$ cat config.mk
export PLATFORM = sky130hd
export DESIGN_NAME = tdsk_read_deskew
export DESIGN_NICKNAME = d
export VERILOG_FILES = /design/src/tdsk_read_deskew.v /design/src/tdsk_skid_buf.v
export VERILOG_INCLUDE_DIRS = /design/src
export SDC_FILE = /design/constraint.sdc
export NUM_CORES = 1
export LEC_CHECK = 0
export BUFFER_PORTS_ARGS = -buffer_cell sky130_fd_sc_hd__buf_4
export CAP_MARGIN = 10
export CORE_MARGIN = 5
export CORE_UTILIZATION = 40
export CTS_CLUSTER_DIAMETER = 40
export CTS_CLUSTER_SIZE = 12
export DETAILED_ROUTE_END_ITERATION = 12
export PLACE_DENSITY = 0.66
export RECOVER_POWER = 100
export SLEW_MARGIN = 20
export SYNTH_ARGS = -nofsm -noshare
export SYNTH_HDL_FRONTEND = slang
export SYNTH_SLANG_ARGS = --single-unit
$ cat constraint.sdc
create_clock -name mclk -period 5.65 [get_ports mclk]
set_input_delay 0.565 -clock mclk [delete_from_list [all_inputs] [get_ports mclk]]
set_output_delay 0.565 -clock mclk [all_outputs]
set_load 0.01 [all_outputs]
$ cat src/tdsk_consts.vh
// Purpose: Shared constants for the tape read deskew timer block
// Assumes: 50 MHz system clock
// Notes:   Times in ns; cycle counts are derived in the modules
`ifndef TDSK_CONSTS_VH
`define TDSK_CONSTS_VH

// Clock
`define TDSK_CLK_MHZ        50
// Tracks: index 0..5 carry data tracks 1..6, index 6 is parity
`define TDSK_NUM_TRACKS     7
`define TDSK_PARITY_IDX     6
// Deskew delay, calibrated inside the window below
`define TDSK_DESKEW_MIN_NS  2000
`define TDSK_DESKEW_MAX_NS  8000
`define TDSK_DESKEW_DEF_NS  5000
// Amplitude error flag hold time
`define TDSK_AMP_ERR_NS     10000
// Counter and sample widths
`define TDSK_CNT_W          10
`define TDSK_AMP_W          8
// Reset values
`define TDSK_TIMER_RST      1'b0
`define TDSK_FLAG_RST       1'b0

`endif

$ cat src/tdsk_read_deskew.v
// Purpose: Per-track read deskew timers, read bus lines and amplitude error flag
// Assumes: All inputs synchronous to mclk; read pulses are single-cycle events
// Notes:   Gating polarity follows motion direction; see hand-over for the choice
//
// How it works
// - Forward timer sets on track read pulse with access, forward motion, test off
// - Forward timer clears itself one calibrated delay, 2 to 8 us, after setting
// - Seven reverse timers mirror forward ones, gated by reverse motion instead
// - Amplitude error flag sets on low amplitude while accessed, clears after 10 us
// - Amplitude low means amplifier sample below the threshold level
// - Test read term is access and test and the track's write state
`timescale 1ns/1ns
`include "tdsk_consts.vh"
module tdsk_read_deskew #(
  parameter NTRK      = `TDSK_NUM_TRACKS,
  parameter DESKEW_NS = `TDSK_DESKEW_DEF_NS,
  parameter AMP_W     = `TDSK_AMP_W
) (
  // Clock and reset
  input  wire             mclk,
  input  wire             rstn,
  // Unit state
  input  wire             unit_access,
  input  wire             forward_motion,
  input  wire             reverse_motion,
  input  wire             test_mode,
  // Read amplifier side
  input  wire [NTRK-1:0]  track_read_pulse,
  input  wire [AMP_W-1:0] amp_sample,
  input  wire [AMP_W-1:0] amp_threshold,
  // Write side state for loopback
  input  wire [NTRK-1:0]  track_write_state,
  // Read bus lines and error flag
  output reg  [NTRK-1:0]  track_read_line,
  output reg              amplitude_error_flag,
  output wire             track2_read_line,
  output wire             track6_write_state_seen,
  // Buffered read bus words
  output wire             word_valid,
  input  wire             word_ready,
  output wire [NTRK-1:0]  word_data,
  output wire             word_stall
);

  localparam CW = `TDSK_CNT_W;

  // Delay kept inside the calibration window whatever the parameter says
  localparam DLY_NS = (DESKEW_NS < `TDSK_DESKEW_MIN_NS) ? `TDSK_DESKEW_MIN_NS :
                      (DESKEW_NS > `TDSK_DESKEW_MAX_NS) ? `TDSK_DESKEW_MAX_NS : DESKEW_NS;

  // Cycle counts from a time in ns, never below one cycle
  function integer ns_to_cyc;
    input integer ns;
    integer c;
    begin
      c = (ns * `TDSK_CLK_MHZ) / 1000;
      ns_to_cyc = (c < 1) ? 1 : c;
    end
  endfunction

  localparam integer DSK_CYC = ns_to_cyc(DLY_NS);
  localparam integer AE_CYC  = ns_to_cyc(`TDSK_AMP_ERR_NS);
  localparam integer DSK_LAST = DSK_CYC - 1;
  localparam integer AE_LAST  = AE_CYC - 1;
  localparam [CW-1:0] DSK_LOAD = DSK_LAST[CW-1:0];
  localparam [CW-1:0] AE_LOAD  = AE_LAST[CW-1:0];

  // Set conditions, forward timers at 0..NTRK-1, reverse above
  wire [2*NTRK-1:0] timer_set;
  wire [2*NTRK-1:0] timer_on;
  wire [NTRK-1:0]   fwd_on;
  wire [NTRK-1:0]   rev_on;
  wire [NTRK-1:0]   test_term;
  wire [NTRK-1:0]   next_read_line;
  wire              fwd_gate;
  wire              rev_gate;
  wire              amp_low;

  // Test mode blocks live pulses from setting timers; timers already running still reach the bus with the loopback
  assign fwd_gate = unit_access & forward_motion & ~test_mode;
  assign rev_gate = unit_access & reverse_motion & ~test_mode;

  assign timer_set[NTRK-1:0]      = track_read_pulse & {NTRK{fwd_gate}};
  assign timer_set[2*NTRK-1:NTRK] = track_read_pulse & {NTRK{rev_gate}};

  assign fwd_on = timer_on[NTRK-1:0];
  assign rev_on = timer_on[2*NTRK-1:NTRK];

  // Loopback of the write side onto the read bus
  assign test_term = track_write_state & {NTRK{unit_access & test_mode}};

  assign next_read_line = fwd_on | rev_on | test_term;

  // One one-shot per timer; all share the calibrated delay
  genvar g;
  generate
    for (g = 0; g < 2*NTRK; g = g + 1)
    begin : g_timer
      reg          on;
      reg [CW-1:0] cnt;
      assign timer_on[g] = on;
      always @(posedge mclk or negedge rstn)
      begin
        if (!rstn)
        begin
          on  <= `TDSK_TIMER_RST;
          cnt <= {CW{1'b0}};
        end
        else if (timer_set[g] & (~on | (cnt == {CW{1'b0}})))
        begin
          // A set landing on the expiry cycle restarts rather than being lost
          on  <= 1'b1;
          cnt <= DSK_LOAD;
        end
        else if (on)
        begin
          if (cnt == {CW{1'b0}})
            on <= 1'b0;
          else
            cnt <= cnt - {{(CW-1){1'b0}}, 1'b1};
        end
      end
    end
  endgenerate

  // Amplitude detection and error flag
  assign amp_low = (amp_sample < amp_threshold);

  reg [CW-1:0] ae_cnt;

  always @(posedge mclk or negedge rstn)
  begin
    if (!rstn)
    begin
      amplitude_error_flag <= `TDSK_FLAG_RST;
      ae_cnt               <= {CW{1'b0}};
    end
    else if (amp_low & unit_access & (~amplitude_error_flag | (ae_cnt == {CW{1'b0}})))
    begin
      // Non-retriggerable; a new set is taken only at or after expiry
      amplitude_error_flag <= 1'b1;
      ae_cnt               <= AE_LOAD;
    end
    else if (amplitude_error_flag)
    begin
      if (ae_cnt == {CW{1'b0}})
        amplitude_error_flag <= 1'b0;
      else
        ae_cnt <= ae_cnt - {{(CW-1){1'b0}}, 1'b1};
    end
  end

  // Read bus lines registered so the outputs come from flops
  always @(posedge mclk or negedge rstn)
  begin
    if (!rstn)
      track_read_line <= {NTRK{1'b0}};
    else
      track_read_line <= next_read_line;
  end

  assign track2_read_line        = track_read_line[1];
  assign track6_write_state_seen = test_term[5];

  // Word stream: push the bus lines into the buffer whenever they differ from the last word pushed
  reg  [NTRK-1:0] last_pushed;
  wire            buf_in_ready;
  wire            push_req;

  // A stalled change stays pending here, so the final state is never lost
  assign push_req   = (track_read_line != last_pushed);
  assign word_stall = push_req & ~buf_in_ready;

  always @(posedge mclk or negedge rstn)
  begin
    if (!rstn)
      last_pushed <= {NTRK{1'b0}};
    else if (push_req & buf_in_ready)
      last_pushed <= track_read_line;
  end

  tdsk_skid_buf #(
    .WIDTH (NTRK),
    .DEPTH (2)
  ) u_buf (
    .mclk      (mclk),
    .rstn      (rstn),
    .in_valid  (push_req),
    .in_ready  (buf_in_ready),
    .in_data   (track_read_line),
    .out_valid (word_valid),
    .out_ready (word_ready),
    .out_data  (word_data)
  );

endmodule // tdsk_read_deskew

$ cat src/tdsk_skid_buf.v
// Purpose: Two-entry buffer with valid/ready on both sides
// Assumes: Single clock, asynchronous active-low reset
// Notes:   Accepts and delivers one word per cycle when neither side stalls
`timescale 1ns/1ns
module tdsk_skid_buf #(
  parameter WIDTH = 7,
  parameter DEPTH = 2
) (
  // Clock and reset
  input  wire             mclk,
  input  wire             rstn,
  // Fill side
  input  wire             in_valid,
  output wire             in_ready,
  input  wire [WIDTH-1:0] in_data,
  // Drain side
  output wire             out_valid,
  input  wire             out_ready,
  output wire [WIDTH-1:0] out_data
);

  reg [WIDTH-1:0] mem [0:DEPTH-1];
  reg [1:0]       count;
  reg             wr_ptr;
  reg             rd_ptr;

  wire push;
  wire pop;

  // Full only at two entries, so the source sees a stall honestly
  assign in_ready  = (count != 2'd2);
  assign out_valid = (count != 2'd0);
  assign out_data  = mem[rd_ptr];
  assign push      = in_valid & in_ready;
  assign pop       = out_valid & out_ready;

  always @(posedge mclk or negedge rstn)
  begin
    if (!rstn)
    begin
      count  <= 2'd0;
      wr_ptr <= 1'b0;
      rd_ptr <= 1'b0;
    end
    else
    begin
      if (push)
        wr_ptr <= ~wr_ptr;
      if (pop)
        rd_ptr <= ~rd_ptr;
      if (push & ~pop)
        count <= count + 2'd1;
      else if (pop & ~push)
        count <= count - 2'd1;
    end
  end

  // Storage has no reset; it is never read while empty
  always @(posedge mclk)
  begin
    if (push)
      mem[wr_ptr] <= in_data;
  end

endmodule // tdsk_skid_buf

==> run_results.csv <==
group,metric,value,unit
timing,layout_worst_path_cycle_share,62.2,%
synthesis,part_of_the_yosys_area_used_for_sequential_elements,49.3,%
critical_path,regToRegStartpoint,"g_timer[10].cnt[0]",
outcome,failed_checks,"max-capacitance violations, max-slew violations",
timing,timing_hold_violations_final,0,
cts,cts_tree,"done",
grt,track_usage,15.0,%
die,floorplan.die_area,0.0286,mm2
synthesis,dominant_cells_by_area_after_synthesis,"sky130_fd_sc_hd__dfrtp_1 (45%), sky130_fd_sc_hd__ha_1 (4.7%), sky130_fd_sc_hd__edfxtp_1 (4.1%)",
timing,worst_clock_skew,0.0103,ns
critical_path,critPathRequiredTime,5.90,ns
synthesis,synth.ff_latch_count,197,
critical_path,worst_r2r_setup_slack,2.13,ns
grt,grt_pass1_vias,7664,
place,globalplace.congestion,0.810,
critical_path,worst_setup_path_startpoint,"g_timer[10].cnt[0]",
critical_path,crit-reg2reg-capture,"g_timer[10].cnt[2]",
die,vertical_extent_of_the_die,169,um
critical_path,setup.worst_path.class,"reg2reg",
layout,fraction_of_final_layout_cells_sized_beyond_drive_strength_1,9.36,%
synthesis,ys_warn_count,0,
power,static_leakage,4.52,nW
routing,vias,7728,
timing,rsz0062_at_grt,"no",
layout,synthToLayoutAreaGrowth,12.0,%
layout,num_antenna_cells,0,
synthesis,synth.top_cell.area_share,45.2,%
cts,cts-root-to-sink-buffers,2,
routing,wire_per_inst,14.5,um
power,worst_ir_drop_vdd,0.257,mV
routing,drt_first_iter_violations,361,
min_path,whs_path_depth,2,
critical_path,worst_r2r_path_depth,7,
critical_path,crit_slowest_cell,"sky130_fd_sc_hd__o41ai_1",
cts,clk_transition_reported_paths,0.08,ns
min_path,hold_start,"track_write_state[6]",
grt,grt.overflow.total,0,
cts,cts_buffers,17,
routing,drt_pass1_iterations,5,
timing,finalMaxSlewViolations,90,
critical_path,crit_path_max_incr_delay,1.55,ns
outcome,run_status,"finished, violations left",
cts,insertion_delay,0.43,ns
critical_path,critical_path_arrival,3.76,ns
critical_path,crit_fanout,12,
routing,antenna_left,0,
critical_path,endpoint_kind,"register",
synthesis,syn_area,0.0101,mm2
power,report.power.total,3.62,mW
synthesis,syn_avg_cell_area,9.84,um2
cts,tritoncts_num_sinks,197,
die,std_cell_rows,58,
synthesis,synth-edff-count,14,
synthesis,synth-main-ff-cell,"sky130_fd_sc_hd__dfrtp_1",
timing,totalNegativeSetupSlack,0,ns
routing,drc,0,
layout,layout.cells.most_common,"sky130_fd_sc_hd__dfrtp_1",
layout,layout.cells.most_common_list,"sky130_fd_sc_hd__dfrtp_1 (183), sky130_fd_sc_hd__nand2_1 (101), sky130_fd_sc_hd__nor2_1 (92)",
cts,cts-hold-fix-buffers,0,
routing,routed_via_density,5.40,
die,floorplan.io_pins,56,
grt,grt_max_degree,63,
job,timing.max_cap.violations,3,
timing,worst_slew_slack_as_a_fraction_of_its_limit,-117,%
cts,cts-resized-gates,0,
die,initial_core_util,40.4,%
timing,min_cycle_time_layout,3.52,ns
synthesis,postSynthNetCount,1106,
synthesis,synth_cells,1031,
timing,max_freq,284,MHz
grt,grt_antenna_before_repair,0,
cts,postCtsSetupBuffers,0,
critical_path,crit_path_cell_trace,"inv_1, ha_1, or4b_1, o41ai_1, nand3_2, o211ai_1, o31ai_1",
min_path,hold_path.class,"in2reg",
synthesis,netlist-cell-type-count,75,
grt,global_route_wire_length_before_repair,36100,um
min_path,hold_path_end,"track_read_line[6]",
die,fp.dieW,169,um
place,hpwl,14600,um
die,fp.coreArea,0.0251,mm2
timing,setup_viols_final,0,
timing,worst_slew_pin_slew,3.25,ns
routing,routed_wl,20800,um
synthesis,share_of_async_settable_or_async_resettable_flops_after_synthesis,92.9,%
power,pwr_cell_area,318,mW/mm2
cts,h-tree-depth,4,
cts,root_buffer,"sky130_fd_sc_hd__clkbuf_16",
synthesis,yosysTopAreaCell,"sky130_fd_sc_hd__dfrtp_1",
critical_path,timing.critical_path.from_type,"register",
place,buffer_ports.inserted,55,
layout,nets,1162,
==> final cells by class <==
class / instances / area [um2]
clock inverters: 15 / 191
multi-input cells: 755 / 4750
well taps: 330 / 413
clock buffers: 17 / 425
repair buffers: 58 / 364
flip-flops and latches: 197 / 5000
fillers: 2416 / 13700
inverters: 58 / 218
==> report_power, final <==
part,leakage [nW],switching (mW),internal [mW]
Combinational,2.15,0.321,0.278
Clock,0.298,0.568,0.710
Sequential,2.08,0.161,1.58
==> worst max path at each step <==
| stage | end | slack (ns) | depth (start not counted) |
|---|---|---|---|
| floorplan | g_timer[10].cnt[9] | 3.55 | 8 |
| global route | g_timer[2].cnt[1] | 1.48 | 2 |
| finish | g_timer[10].cnt[2] | 2.13 | 7 |
| detailed placement | g_timer[10].cnt[9] | 2.92 | 7 |
| CTS | g_timer[10].cnt[9] | 2.90 | 7 |
| global placement | g_timer[10].cnt[7] | 3.03 | 7 |
==> critical path: cells and delay by family (launching register included) <==
family                   cells  cell delay [ns]
flip-flops                   1             0.42
AND/OR/NAND/NOR              2             0.81
AO/OA/AOI/OAI                3             1.86
adder cells (fa/ha/maj)      1             0.14
buffers and inverters        1             0.11
==> kinds of logic after synthesis <==
group,Yosys count,synth area share (%)
AND/OR/NAND/NOR,420,21.0
AO/OA/AOI/OAI,232,15.8
flip-flops,197,49.3
buffers and inverters,79,3.06
XOR/XNOR,38,3.28
adder cells (fa/ha/maj),38,4.69
multiplexers,27,2.87
==> Yosys cell counts, drive strengths merged (12+ instances only) <==
library cell,number
a21oi,60
clkbuf,13
dfrtp,183
edfxtp,14
ha,38
inv,58
mux2,17
nand2,101
nand2b,18
nand3,39
nor2,92
nor3,62
nor4,16
o211ai,15
o21ai,57
o41ai,13
or3,16
or4,12
xnor2,26
xor2,12
==> through the flow <==
step,cell area (um2),hold WS (ns),cells,utilization [%],worst slack [ns]
floorplan,10100,0.269,1031,-,3.55
global placement,10900,0.458,1398,43.4,3.03
detailed placement,10900,0.463,1398,43.4,2.92
CTS,11500,0.108,1430,45.9,2.90
global route,11400,0.336,1430,45.2,1.48
finish,11400,0.360,1430,45.2,2.13
==> routing by layer <==
metal | vias up | routed length [um] | track usage [%] | share of wire [%]
li1 | 3891 | - | - | -
met1 | 3729 | 10000 | 20.3 | 48
met2 | 93 | 9880 | 24.7 | 47
met3 | 15 | 698 | 3.40 | 3.4
met4 | 0 | 186 | 3.36 | 0.89
met5 | - | 0 | 0 | 0
==> sequential cells by signal, summed over array words and instances, names as in the netlist, 2 cells and up <==
register and flops:
g_timer.cnt 140, last_pushed 7, g_timer.on 14, ae_cnt 10, u_buf.count 2, track_read_line 7, u_buf.mem 14
(Power assumes the default switching activity.)
